$ cat src/rtl/uasc_pkg.sv
// Purpose: shared constants and types of the serial status/control block
// Assumes: 32-bit classic Wishbone, byte addresses, one word per register
// Notes: widths follow the 4-deep transmit and receive queues
package uasc_pkg;

   // ----------------------------------------
   // register offsets (byte addresses)
   // ----------------------------------------
   localparam logic [7:0] UASC_STA_OFS = 8'h00; // status and control
   localparam logic [7:0] UASC_MODE_OFS = 8'h04; // line format and codec
   localparam logic [7:0] UASC_TXD_OFS = 8'h08; // transmit data, write pushes
   localparam logic [7:0] UASC_RXD_OFS = 8'h0C; // receive data, read pops
   localparam logic [7:0] UASC_BRG_OFS = 8'h10; // bit period minus one

   // ----------------------------------------
   // status and control field positions
   // ----------------------------------------
   localparam int UASC_TXSEL_HI_BIT = 15; // tx_irq_select_hi
   localparam int UASC_TXINV_BIT = 14; // tx_polarity_invert
   localparam int UASC_TXSEL_LO_BIT = 13; // tx_irq_select_lo
   localparam int UASC_BRK_BIT = 11; // send_break
   localparam int UASC_TXEN_BIT = 10; // tx_enable
   localparam int UASC_TXBF_BIT = 9; // tx_buffer_full
   localparam int UASC_TXMT_BIT = 8; // tx_all_empty
   localparam int UASC_RXSEL_BIT = 6; // rx_irq_select, two bits
   localparam int UASC_ADDRESS_DETECT_ENABLE_BIT = 5; // address_detect_enable
   localparam int UASC_RX_IDLE_FLAG_BIT = 4; // rx_idle_flag
   localparam int UASC_PARITY_ERROR_FLAG_BIT = 3; // parity_error_flag
   localparam int UASC_FRAMING_ERROR_FLAG_BIT = 2; // framing_error_flag
   localparam int UASC_OVERRUN_FLAG_BIT = 1; // overrun_flag
   localparam int UASC_RXDA_BIT = 0; // rx_data_available

   // ----------------------------------------
   // mode field positions
   // ----------------------------------------
   localparam int UASC_INFRARED_CODEC_ENABLE_BIT = 12; // infrared_codec_enable
   localparam int UASC_PDSEL_BIT = 1; // parity_data_select, two bits
   localparam int UASC_STSEL_BIT = 0; // two stop bits

   // ----------------------------------------
   // reset values and sizes
   // ----------------------------------------
   localparam int UASC_DEPTH = 4; // entries per queue
   localparam logic [2:0] UASC_FULL_CNT = 3'h4; // count of a full queue
   localparam logic [15:0] UASC_BRG_RST = 16'h000F; // bit period minus one at reset
   localparam logic UASC_LINE_IDLE = 1'b1; // idle level of the raw line

   // ----------------------------------------
   // mode encodings
   // ----------------------------------------
   localparam logic [1:0] UASC_PD_EVEN = 2'h1; // 8 bit, even parity
   localparam logic [1:0] UASC_PD_ODD = 2'h2; // 8 bit, odd parity
   localparam logic [1:0] UASC_PD_9BIT = 2'h3; // 9 bit, no parity
   localparam logic [1:0] UASC_TXI_EACH = 2'h0; // every character load
   localparam logic [1:0] UASC_TXI_DONE = 2'h1; // all shifted out
   localparam logic [1:0] UASC_TXI_EMPTY = 2'h2; // load empties queue
   localparam logic [1:0] UASC_RXI_3 = 2'h2; // queue reaches three
   localparam logic [1:0] UASC_RXI_4 = 2'h3; // queue reaches four
   localparam logic [2:0] UASC_RX_THREE = 3'h3; // threshold count
   localparam logic [13:0] UASC_BRK_FRAME = 14'h2000; // start, 12 zeros, stop
   localparam logic [3:0] UASC_BRK_LEN = 4'hE; // bits in a break frame

   // ----------------------------------------
   // types
   // ----------------------------------------
   typedef enum logic [0:0] {UASC_TX_IDLE, UASC_TX_SHIFT} uasc_tx_st_t;
   typedef enum logic [1:0] {UASC_RX_IDLE, UASC_RX_START, UASC_RX_DATA} uasc_rx_st_t;

   typedef struct packed {
      logic cyc; // bus cycle
      logic stb; // strobe
      logic we; // write
      logic [7:0] adr; // byte address
      logic [3:0] sel; // byte lanes
      logic [31:0] dat; // write data
   } uasc_wb_req_t;

   typedef struct packed {
      logic ack; // acknowledge
      logic [31:0] dat; // read data
   } uasc_wb_rsp_t;

   typedef struct packed {
      logic ack; // bus acknowledge
      logic [31:0] rdat; // bus read data
      logic [1:0] tx_sel; // tx_irq_select
      logic tx_inv; // tx_polarity_invert
      logic brk; // send_break
      logic tx_en; // tx_enable
      logic [1:0] rx_sel; // rx_irq_select
      logic address_detect_enable; // address_detect_enable
      logic overrun_flag; // overrun_flag
      logic infrared_codec_enable; // infrared_codec_enable
      logic [1:0] pdsel; // parity_data_select
      logic stsel; // two stop bits
      logic [15:0] brg; // bit period minus one
      logic [UASC_DEPTH-1:0][8:0] txf; // transmit queue
      logic [1:0] txw; // tx write index
      logic [1:0] txr; // tx read index
      logic [2:0] txn; // tx fill count
      logic [UASC_DEPTH-1:0][10:0] rxf; // receive queue, errors on top
      logic [1:0] rxw; // rx write index
      logic [1:0] rxr; // rx read index
      logic [2:0] rxn; // rx fill count
      uasc_tx_st_t tst; // transmitter state
      logic [13:0] tsh; // transmit shifter
      logic [3:0] tbits; // bits left in frame
      logic [15:0] tcnt; // tx bit timer
      logic tbrk; // frame is a break
      uasc_rx_st_t rst; // receiver state
      logic rsync1; // line synchroniser, first stage
      logic rsync2; // line synchroniser, second stage
      logic rprev; // previous synchronised level
      logic [11:0] rsh; // receive shifter
      logic [3:0] rpos; // next bit position
      logic [15:0] rcnt; // rx bit timer
      logic tx_irq; // transmit request pulse
      logic rx_irq; // receive request pulse
      logic txout; // transmit pin level
      logic txoe; // transmit pin owned
   } uasc_state_t;

endpackage

$ cat src/rtl/uasc_status_control.sv
// Purpose: status/control, queues and line engines of a serial transceiver
// Assumes: classic Wishbone slave, one clock, synchronous active-high reset
// Notes: all state sits in one struct, next value built in one process
// Operation
// - select 00: request on every character load, none on a break load
// - select 10: request when load empties queue
// - select 01: request when all shifted out, none while send_break is set
// - raw line: invert makes idle low
// - infrared: invert makes encoded idle high
// - break sends start, twelve zeros, stop
// - disable aborts, flushes, releases pin
// - buffer full flag when queue full
// - empty flag when shifter and queue empty
// - select 11: request on fourth character
// - select 10: request on third character
// - select 0x: request on every character
// - address detect only in 9-bit mode
// - idle flag high while receiver idle
// - parity flag of head character
// - framing flag of head character
// - overrun set by hardware, cleared by software
// - overrun clear flushes receive path
// - data available while queue not empty
// - bit 12 reads zero
// - mode bit selects infrared codec
// - format 11 is 9-bit, no parity
// - receive queue four deep
// - transmit queue four deep
//
// Our own choices: the register addresses and register access over Wishbone.
`timescale 1ns/1ns
`default_nettype none

module uasc_status_control (
   input wire logic clk_i, // 25 MHz clock
   input wire logic rst_i, // synchronous reset
   input wire uasc_pkg::uasc_wb_req_t wb_i, // bus request
   output uasc_pkg::uasc_wb_rsp_t wb_o, // bus answer
   input wire logic serial_rx_i, // serial_rx_pin
   output logic serial_tx_o, // serial_tx_pin level
   output logic serial_tx_oe_o, // serial_tx_pin driven
   output logic tx_irq_o, // transmit request pulse
   output logic rx_irq_o // receive request pulse
);
   import uasc_pkg::*;

   // ----------------------------------------
   // helpers
   // ----------------------------------------

   // frame length in bits, start and stops included
   function automatic logic [3:0] len_f(input logic [1:0] pd, input logic st);
      logic [3:0] n;
      n = 4'hA;
      if (pd != 2'h0) begin // 9 bit or parity adds one
         n = 4'hB;
      end
      if (st) begin // second stop bit
         n = n + 4'h1;
      end
      return n;
   endfunction

   // serial frame, lsb first, idle ones above the stop bits
   function automatic logic [13:0] frame_f(input logic [8:0] d, input logic [1:0] pd);
      logic [13:0] f;
      f = '1;
      f[0] = 1'b0; // start bit
      f[8:1] = d[7:0];
      if (pd == UASC_PD_9BIT) begin // ninth data bit
         f[9] = d[8];
      end else if (pd == UASC_PD_EVEN) begin
         f[9] = ^d[7:0];
      end else if (pd == UASC_PD_ODD) begin
         f[9] = ~^d[7:0];
      end
      return f;
   endfunction

   // ----------------------------------------
   // state and temporaries
   // ----------------------------------------
   uasc_state_t s_q; // registered state
   uasc_state_t s_d; // next state
   logic acc; // bus access completes this edge
   logic wr; // completing write
   logic rd; // completing read
   logic tpush; // tx queue push
   logic tpop; // tx queue pop
   logic tload; // shifter loaded with a character
   logic tdone; // frame fully shifted out
   logic rpush; // rx queue push
   logic rpop; // rx queue pop
   logic rovf; // character lost to a full queue
   logic rflush; // receive path reset
   logic rdone; // frame received
   logic skip; // character filtered by address detect
   logic tl; // unencoded transmit level
   logic enc; // infrared pulse
   logic [15:0] quarter; // infrared pulse end point
   logic [10:0] head; // receive queue head
   logic [15:0] sta; // status and control read view
   logic [3:0] rlast; // position of the final stop bit

   // ----------------------------------------
   // next state
   // ----------------------------------------
   always_comb begin
      s_d = s_q;
      s_d.tx_irq = 1'b0;
      s_d.rx_irq = 1'b0;
      tpop = 1'b0;
      tload = 1'b0;
      tdone = 1'b0;
      rpush = 1'b0;
      rovf = 1'b0;
      rflush = 1'b0;
      rdone = 1'b0;
      skip = 1'b0;
      rlast = len_f(s_q.pdsel, s_q.stsel) - 4'h2;

      // bus phase: answer one cycle after the request, act at the ack edge
      acc = wb_i.cyc & wb_i.stb & s_q.ack;
      wr = acc & wb_i.we;
      rd = acc & ~wb_i.we;
      s_d.ack = wb_i.cyc & wb_i.stb & ~s_q.ack;
      tpush = wr && wb_i.adr == UASC_TXD_OFS && wb_i.sel[0] && s_q.tx_en && s_q.txn != UASC_FULL_CNT;
      rpop = rd && wb_i.adr == UASC_RXD_OFS && s_q.rxn != 3'h0;

      // status view of the head character
      head = (s_q.rxn != 3'h0) ? s_q.rxf[s_q.rxr] : 11'h000;
      sta = 16'h0000; // unused bits, bit 12 among them, read zero
      sta[UASC_TXSEL_HI_BIT] = s_q.tx_sel[1];
      sta[UASC_TXINV_BIT] = s_q.tx_inv;
      sta[UASC_TXSEL_LO_BIT] = s_q.tx_sel[0];
      sta[UASC_BRK_BIT] = s_q.brk;
      sta[UASC_TXEN_BIT] = s_q.tx_en;
      sta[UASC_TXBF_BIT] = s_q.txn == UASC_FULL_CNT;
      sta[UASC_TXMT_BIT] = s_q.tst == UASC_TX_IDLE && s_q.txn == 3'h0;
      sta[UASC_RXSEL_BIT+:2] = s_q.rx_sel;
      sta[UASC_ADDRESS_DETECT_ENABLE_BIT] = s_q.address_detect_enable;
      sta[UASC_RX_IDLE_FLAG_BIT] = s_q.rst == UASC_RX_IDLE;
      sta[UASC_PARITY_ERROR_FLAG_BIT] = head[9];
      sta[UASC_FRAMING_ERROR_FLAG_BIT] = head[10];
      sta[UASC_OVERRUN_FLAG_BIT] = s_q.overrun_flag;
      sta[UASC_RXDA_BIT] = s_q.rxn != 3'h0;

      // read data, latched as ack rises; unmapped reads give zero
      s_d.rdat = 32'h00000000;
      if (wb_i.adr == UASC_STA_OFS) begin
         s_d.rdat[15:0] = sta;
      end else if (wb_i.adr == UASC_MODE_OFS) begin
         s_d.rdat[UASC_INFRARED_CODEC_ENABLE_BIT] = s_q.infrared_codec_enable;
         s_d.rdat[UASC_PDSEL_BIT+:2] = s_q.pdsel;
         s_d.rdat[UASC_STSEL_BIT] = s_q.stsel;
      end else if (wb_i.adr == UASC_RXD_OFS) begin
         s_d.rdat[8:0] = head[8:0];
      end else if (wb_i.adr == UASC_BRG_OFS) begin
         s_d.rdat[15:0] = s_q.brg;
      end

      // ----------------------------------------
      // transmitter
      // ----------------------------------------
      case (s_q.tst)
         UASC_TX_IDLE: begin
            if (s_q.tx_en && s_q.brk) begin // break before any queued data
               s_d.tsh = UASC_BRK_FRAME;
               s_d.tbits = UASC_BRK_LEN;
               s_d.tcnt = s_q.brg;
               s_d.tbrk = 1'b1;
               s_d.tst = UASC_TX_SHIFT;
            end else if (s_q.tx_en && s_q.txn != 3'h0) begin // load from queue
               s_d.tsh = frame_f(s_q.txf[s_q.txr], s_q.pdsel);
               s_d.tbits = len_f(s_q.pdsel, s_q.stsel);
               s_d.tcnt = s_q.brg;
               s_d.tbrk = 1'b0;
               s_d.txr = s_q.txr + 2'h1;
               tpop = 1'b1;
               tload = 1'b1;
               s_d.tst = UASC_TX_SHIFT;
            end
         end
         UASC_TX_SHIFT: begin
            if (s_q.tcnt != 16'h0000) begin // within a bit
               s_d.tcnt = s_q.tcnt - 16'h0001;
            end else if (s_q.tbits == 4'h1) begin // last bit ends
               s_d.tst = UASC_TX_IDLE;
               tdone = 1'b1;
               if (s_q.tbrk) begin // hardware ends the break
                  s_d.brk = 1'b0;
               end
            end else begin // next bit
               s_d.tcnt = s_q.brg;
               s_d.tsh = {1'b1, s_q.tsh[13:1]};
               s_d.tbits = s_q.tbits - 4'h1;
            end
         end
         default: begin
            s_d.tst = UASC_TX_IDLE;
         end
      endcase

      // pin level: raw or infrared encoded, then polarity
      tl = (s_q.tst == UASC_TX_SHIFT) ? s_q.tsh[0] : UASC_LINE_IDLE;
      quarter = s_q.brg - (s_q.brg >> 2);
      enc = (s_q.tst == UASC_TX_SHIFT) && !tl && s_q.tcnt >= quarter;
      if (s_q.infrared_codec_enable) begin
         s_d.txout = enc ^ s_q.tx_inv;
      end else begin
         s_d.txout = tl ^ s_q.tx_inv;
      end
      s_d.txoe = s_q.tx_en;

      // ----------------------------------------
      // receiver
      // ----------------------------------------
      s_d.rsync1 = serial_rx_i;
      s_d.rsync2 = s_q.rsync1;
      s_d.rprev = s_q.rsync2;
      case (s_q.rst)
         UASC_RX_IDLE: begin
            if (s_q.rprev && !s_q.rsync2) begin // falling edge, start bit
               s_d.rst = UASC_RX_START;
               s_d.rcnt = s_q.brg >> 1;
            end
         end
         UASC_RX_START: begin
            if (s_q.rcnt != 16'h0000) begin // wait to mid bit
               s_d.rcnt = s_q.rcnt - 16'h0001;
            end else if (s_q.rsync2) begin // glitch, not a start
               s_d.rst = UASC_RX_IDLE;
            end else begin
               s_d.rst = UASC_RX_DATA;
               s_d.rcnt = s_q.brg;
               s_d.rpos = 4'h0;
            end
         end
         UASC_RX_DATA: begin
            if (s_q.rcnt != 16'h0000) begin // wait to mid bit
               s_d.rcnt = s_q.rcnt - 16'h0001;
            end else if (s_q.rpos == rlast) begin // final stop bit
               s_d.rst = UASC_RX_IDLE;
               rdone = 1'b1;
            end else begin // store a bit
               s_d.rsh[s_q.rpos] = s_q.rsync2;
               s_d.rpos = s_q.rpos + 4'h1;
               s_d.rcnt = s_q.brg;
            end
         end
         default: begin
            s_d.rst = UASC_RX_IDLE;
         end
      endcase

      // completed character: filter, then queue or overrun
      if (rdone) begin
         skip = s_q.address_detect_enable && s_q.pdsel == UASC_PD_9BIT && !s_q.rsh[8];
         if (!skip && s_q.rxn == UASC_FULL_CNT && !rpop) begin
            rovf = 1'b1;
            s_d.overrun_flag = 1'b1;
         end else if (!skip) begin
            rpush = 1'b1;
            s_d.rxf[s_q.rxw][10] = !s_q.rsync2;
            if (s_q.pdsel == UASC_PD_EVEN) begin
               s_d.rxf[s_q.rxw][9] = ^s_q.rsh[8:0];
            end else if (s_q.pdsel == UASC_PD_ODD) begin
               s_d.rxf[s_q.rxw][9] = ~^s_q.rsh[8:0];
            end else begin
               s_d.rxf[s_q.rxw][9] = 1'b0;
            end
            s_d.rxf[s_q.rxw][8] = s_q.pdsel == UASC_PD_9BIT && s_q.rsh[8];
            s_d.rxf[s_q.rxw][7:0] = s_q.rsh[7:0];
            s_d.rxw = s_q.rxw + 2'h1;
         end
      end

      // ----------------------------------------
      // register writes
      // ----------------------------------------
      if (wr && wb_i.adr == UASC_STA_OFS) begin
         if (wb_i.sel[1]) begin // control, high byte
            s_d.tx_sel = {wb_i.dat[UASC_TXSEL_HI_BIT], wb_i.dat[UASC_TXSEL_LO_BIT]};
            s_d.tx_inv = wb_i.dat[UASC_TXINV_BIT];
            s_d.brk = wb_i.dat[UASC_BRK_BIT] | s_d.brk;
            s_d.tx_en = wb_i.dat[UASC_TXEN_BIT];
         end
         if (wb_i.sel[0]) begin // control, low byte
            s_d.rx_sel = wb_i.dat[UASC_RXSEL_BIT+:2];
            s_d.address_detect_enable = wb_i.dat[UASC_ADDRESS_DETECT_ENABLE_BIT];
            if (!wb_i.dat[UASC_OVERRUN_FLAG_BIT] && s_q.overrun_flag && !rovf) begin // new overrun wins
               s_d.overrun_flag = 1'b0;
               rflush = 1'b1;
            end
         end
      end else if (wr && wb_i.adr == UASC_MODE_OFS) begin
         if (wb_i.sel[1]) begin
            s_d.infrared_codec_enable = wb_i.dat[UASC_INFRARED_CODEC_ENABLE_BIT];
         end
         if (wb_i.sel[0]) begin
            s_d.pdsel = wb_i.dat[UASC_PDSEL_BIT+:2];
            s_d.stsel = wb_i.dat[UASC_STSEL_BIT];
         end
      end else if (wr && wb_i.adr == UASC_BRG_OFS) begin
         if (wb_i.sel[0]) begin
            s_d.brg[7:0] = wb_i.dat[7:0];
         end
         if (wb_i.sel[1]) begin
            s_d.brg[15:8] = wb_i.dat[15:8];
         end
      end
      if (tpush) begin // queue a character
         s_d.txf[s_q.txw] = {wb_i.sel[1] & wb_i.dat[8], wb_i.dat[7:0]};
         s_d.txw = s_q.txw + 2'h1;
      end
      if (rpop) begin // read takes the head
         s_d.rxr = s_q.rxr + 2'h1;
      end

      // ----------------------------------------
      // fill counts and request pulses
      // ----------------------------------------
      s_d.txn = s_q.txn + {2'h0, tpush} - {2'h0, tpop};
      s_d.rxn = s_q.rxn + {2'h0, rpush} - {2'h0, rpop};
      if (tload && s_q.tx_sel == UASC_TXI_EACH) begin
         s_d.tx_irq = 1'b1;
      end else if (tload && s_q.tx_sel == UASC_TXI_EMPTY && s_d.txn == 3'h0) begin
         s_d.tx_irq = 1'b1;
      end else if (tdone && s_q.tx_sel == UASC_TXI_DONE && s_d.txn == 3'h0 && !s_q.brk) begin
         s_d.tx_irq = 1'b1;
      end
      if (rpush && !s_q.rx_sel[1]) begin
         s_d.rx_irq = 1'b1;
      end else if (rpush && s_q.rx_sel == UASC_RXI_3 && s_d.rxn == UASC_RX_THREE) begin
         s_d.rx_irq = 1'b1;
      end else if (rpush && s_q.rx_sel == UASC_RXI_4 && s_d.rxn == UASC_FULL_CNT) begin
         s_d.rx_irq = 1'b1;
      end

      // transmit disabled: abort and empty the queue
      if (!s_q.tx_en) begin
         s_d.tst = UASC_TX_IDLE;
         s_d.txn = 3'h0;
         s_d.txr = 2'h0;
         s_d.txw = 2'h0;
         s_d.tx_irq = 1'b0;
      end

      // overrun cleared: receive queue and shifter back to empty
      if (rflush) begin
         s_d.rxn = 3'h0;
         s_d.rxr = 2'h0;
         s_d.rxw = 2'h0;
         s_d.rst = UASC_RX_IDLE;
         s_d.rpos = 4'h0;
         s_d.rsh = 12'h000;
         s_d.rx_irq = 1'b0;
      end
   end

   // ----------------------------------------
   // state register
   // ----------------------------------------
   always_ff @(posedge clk_i) begin
      if (rst_i) begin
         s_q <= '0;
         s_q.brg <= UASC_BRG_RST;
         s_q.rsync1 <= UASC_LINE_IDLE;
         s_q.rsync2 <= UASC_LINE_IDLE;
         s_q.rprev <= UASC_LINE_IDLE;
         s_q.txout <= UASC_LINE_IDLE;
      end else begin
         s_q <= s_d;
      end
   end

   // ----------------------------------------
   // outputs, all from flip-flops
   // ----------------------------------------
   assign wb_o.ack = s_q.ack;
   assign wb_o.dat = s_q.rdat;
   assign serial_tx_o = s_q.txout;
   assign serial_tx_oe_o = s_q.txoe;
   assign tx_irq_o = s_q.tx_irq;
   assign rx_irq_o = s_q.rx_irq;

endmodule

`default_nettype wire

$ cat config.mk
export PLATFORM = sky130hd
export DESIGN_NAME = uasc_status_control
export DESIGN_NICKNAME = d
export VERILOG_FILES = /design/src/rtl/uasc_pkg.sv /design/src/rtl/uasc_status_control.sv
export SDC_FILE = /design/constraint.sdc
export NUM_CORES = 1
export LEC_CHECK = 0
export BUFFER_PORTS_ARGS = -buffer_cell sky130_fd_sc_hd__clkbuf_2
export CORE_MARGIN = 5
export CORE_UTILIZATION = 55
export CTS_CLUSTER_SIZE = 8
export DETAILED_ROUTE_END_ITERATION = 12
export GPL_TIMING_DRIVEN = 0
export PLACE_DENSITY = 0.77
export SYNTH_ARGS = -nofsm -noshare
export SYNTH_HDL_FRONTEND = slang
export SYNTH_SLANG_ARGS = --single-unit
$ cat constraint.sdc
create_clock -name clk_i -period 4.5 [get_ports clk_i]
set_input_delay 0.9 -clock clk_i [delete_from_list [all_inputs] [get_ports clk_i]]
set_output_delay 0.9 -clock clk_i [all_outputs]
set_load 0.03 [all_outputs]
==> key figures <==
Run status
  • Outcome: finished clean

Finish
  • Fill count: between 1.5k and 2k
  • Area growth, synth to finish: 13.5%
  • Share of cells above drive strength 1: 0.134
  • Final Non-Filler Cells: about 1.7k
  • Layout Nets: between 1.5k and 2k
  • Antenna cells: 0

Global route
  • Initial antenna violation count: 1
  • Number of global-route vias before repair: just under 10k
  • GRT Residual Overflow: 0
  • All-Layer GR Usage: 0.261
  • First-pass GRT wire length: 50.9 mm
  • Pin count of the biggest net entering global routing: 15

Critical path
  • Crit path max fanout: 9
  • R2R setup slack: roughly 0.15 ns
  • Worst path required time: 4.91 ns
  • R2R Path End: rx_irq_o
  • Largest stage delay on the critical path: between 0.6 and 0.7 ns
  • Slowest-stage cell, CP: or4b_2
  • Crit path arrival time: ~4.8 ns
  • RR Startpoint: s_q[188]
  • Critical Path End Type: register
  • CP cell instances: or2_2 -> ha_2 -> xor2_1 -> nor4b_4 -> nand3_2 -> nor3_4 -> inv_1 -> ha_1 -> inv_1 -> ha_1 -> fa_1 -> xnor2_1 -> or4b_2 -> a311oi_2
  • Critical path capture point: rx_irq_o
  • R2r worst-path depth: 14
  • Crit path launch: s_q[188]
  • Kind of critical path: register to register
  • Crit path launch type: register

Pwr
  • Leak Pwr: around 4.9 nW
  • Pwr dens: 352 nW/um2
  • Peak VDD IR: ~0.00033 V

Synthesis
  • Post-synthesis mux area share: 0.0824
  • Seq/Total Area, Yosys: 0.379
  • Yosys warns: 0
  • Simple-Gate Fraction of Synth Area: 0.209
  • Avg Synthesized Cell Area: ~8.4 um2
  • Adder-Cell Fraction of Synth Area: 0.0661
  • Top FF cell, synth: dfxtp_1
  • Complex-gate fraction of the synthesized area: 0.154
  • Xor/xnor share of the synthesized area: 0.0433
  • Post-Syn Area: around 11,000 um2
  • Largest family of logic cells by synthesized area: simple AND/OR/NAND/NOR gates
  • Post-synth ARST share: 0
  • EDFF count, synth: 0
  • Synthesized instance count: 1,349
  • Distinct cell type count after synthesis: 65
  • Flops & latches, synth: 214

STA
  • Setup Skew: between 0.01 and 0.015 ns
  • Measured slew at the worst slew-check pin: 1.06 ns
  • TNS Setup: 0 ns
  • Setup violations, final: 0
  • Fmax: between 0.2 and 0.25 GHz
  • Max-slew violations: 0
  • Period utilization: 0.966
  • Max-slew headroom: 0.286
  • Final hold violations: 0
  • Min cycle time layout: roughly 4.3 ns

Hold path
  • Tightest Hold Check Type: register to register

Place
  • I/O Buffers: 52
  • Routability cong.: a little over 0.9
  • Placed cell count: 1,686
  • HPWL Detailed: ~23 mm

Detailed routing
  • Drt first pass iters: 6
  • Routed via count: 10.2k
  • Initial DRC count: 867
  • Residual DRC: 0
  • DR vias/cell: 5.93
  • Post-route ant nets: 0
  • WL final: approximately 32 mm
  • WL/cell: 18.6 um

Clocking
  • Hold Buf Count CTS: 0
  • Worst-Skew Late Latency: 0.54 ns
  • CTS tree: built
  • Clk root buf: clkbuf_16
  • CTS max path bufs: 3
  • CTS H-tree depth: 1
  • Reg clk slew, reported paths: roughly 0.05 ns
  • Clock sink count: about 210
  • CTS buffer count: 30

Die
  • Core area: between 20,000 and 25,000 um2
  • Chip width: 153 um
  • Full die area: about 24,000 um2
  • Initial Util: 0.559
  • DIE HEIGHT: 153 um
  • Boundary pin count: 87
  • Row count: 52

Flow run
  • Max Cap Viol: 0
[layout make-up]
class                           count  area (um2)  area share
Multi-Input combinational cell    989        6400       0.498
Sequential cell                   214        4290       0.333
Clock buffer                       33         783      0.0609
Buffer                            104         541      0.0421
Tap cell                          270         338      0.0263
Timing Repair Buffer               57         298      0.0232
Inverter                           55         206      0.0161
[placed cells by master, fill, tap and decap left out, types with 47 or more instances in the layout]
cell type  Yosys  final
a21oi_1      125    123
inv_1         54     54
nand3_1       49     48
ha_1          55     54
mux2i_1       47     47
nor2_1       163    163
clkbuf_1      51     51
nand2_1      170    170
clkbuf_2       0     52
dfxtp_1      214    213
[synthesized netlist by cell type (4+ instances only)]
cell | instances | area share
xor2_1 | 22 | 0.017
nand4b_1 | 5 | 0.0039
dfxtp_1 | 214 | 0.38
or2_2 | 5 | 0.0028
and3_1 | 4 | 0.0022
mux4_2 | 20 | 0.040
a31oi_1 | 6 | 0.0033
nand3_1 | 49 | 0.022
nand4_1 | 5 | 0.0028
nor2_1 | 163 | 0.054
o31ai_1 | 5 | 0.0033
nor3b_1 | 4 | 0.0027
ha_1 | 55 | 0.061
xnor2_1 | 34 | 0.026
a22oi_1 | 25 | 0.017
a222oi_1 | 7 | 0.0062
nand2b_1 | 14 | 0.0077
nor2b_1 | 7 | 0.0039
or4_1 | 5 | 0.0033
a21o_1 | 9 | 0.0060
a21oi_1 | 125 | 0.055
buf_2 | 21 | 0.0093
o221ai_1 | 4 | 0.0031
o21ai_0 | 37 | 0.016
nand2_1 | 170 | 0.056
inv_1 | 54 | 0.018
nor3_1 | 35 | 0.015
or3_1 | 9 | 0.0050
nand2_2 | 4 | 0.0022
a211oi_1 | 22 | 0.015
a221oi_1 | 10 | 0.0077
and2_1 | 11 | 0.0061
mux2i_1 | 47 | 0.042
buf_4 | 33 | 0.022
clkbuf_1 | 51 | 0.017
o211ai_1 | 8 | 0.0053
o21ai_1 | 5 | 0.0022
nor4_1 | 5 | 0.0028
[kinds of logic (layout without fill, tap and decap cells)]
| family | Yosys count | in the layout |
|---|---|---|
| xor gates and xnor gates | 56 | 56 |
| and+or+nand+nor | 510 | 510 |
| AOI/OAI and AO/OA | 281 | 281 |
| adders and majority gates | 58 | 58 |
| other | 1 | 16 |
| muxes | 68 | 68 |
| buffers and inverters | 161 | 249 |
| DFF | 214 | 214 |
[sequential cells by signal, summed over array words and instances, names as in the netlist]
| register | cells |
|---|---|
| s_d | 3 |
| s_q | 190 |
| serial_tx_o | 1 |
| wb_o | 17 |
| tx_irq_o | 1 |
| rx_irq_o | 1 |
| serial_tx_oe_o | 1 |
[power by group]
| part | leakage (nW) | total [mW] | switching (mW) | internal [mW] |
|---|---|---|---|---|
| Sequential | 1.73 | 1.99 | 0.0513 | 1.93 |
| Combinational | 2.78 | 0.566 | 0.350 | 0.216 |
| Clock | 0.384 | 1.97 | 0.775 | 1.19 |
[critical path: cells and delay by family, from the launching register on]
family	cells	cell delay, ns
flip-flops	1	0.40
adder cells (fa/ha/maj)	4	1.25
XOR/XNOR	2	0.30
buffers and inverters	2	0.17
AO/OA/AOI/OAI	1	0.37
AND/OR/NAND/NOR	5	1.74
[per-layer routing]
metal	share of wire	vias up	track usage
met5	0.00041	-	0
met4	0.030	2	0.0849
met3	0.082	74	0.0438
met2	0.47	472	0.426
met1	0.42	4816	0.356
li1	-	4849	-
[metrics by stage]
| stage | power (mW) | instance area, um2 | hold slack (ns) | setup WS [ns] | util |
|---|---|---|---|---|---|
| 2_1_floorplan | 2.41 | 11400 | 0.389 | 0.229 | - |
| 4_1_cts | 4.51 | 12800 | 0.408 | 0.00548 | 0.632 |
| 6_report | 4.52 | 12900 | 0.405 | 0.151 | 0.635 |
| 5_1_grt | 4.70 | 12900 | 0.416 | -0.0429 | 0.635 |
| 3_3_place_gp | 2.54 | 12000 | 0.391 | -0.664 | 0.592 |
| 3_5_place_dp | 2.56 | 12000 | 0.397 | -0.692 | 0.592 |
[timing repair]
action                     in CTS  in global routing
buffers inserted                0                  5
resized for setup               7                  6
setup endpoints to repair       2                  2
pin swaps                       0                  5
[how the worst min path moves through the flow]
stage                        from       to  slack [ns]  cells past startpoint
after floorplan           s_d[37]  s_d[36]        0.39                      1
after detailed placement  s_d[37]  s_d[36]        0.40                      1
final                     s_d[37]  s_d[36]        0.40                      1
after CTS                 s_d[37]  s_d[36]        0.41                      1
after global routing      s_d[37]  s_d[36]        0.42                      1
after global placement    s_d[37]  s_d[36]        0.39                      1
No activity file was read; power rests on OpenSTA's default activity.
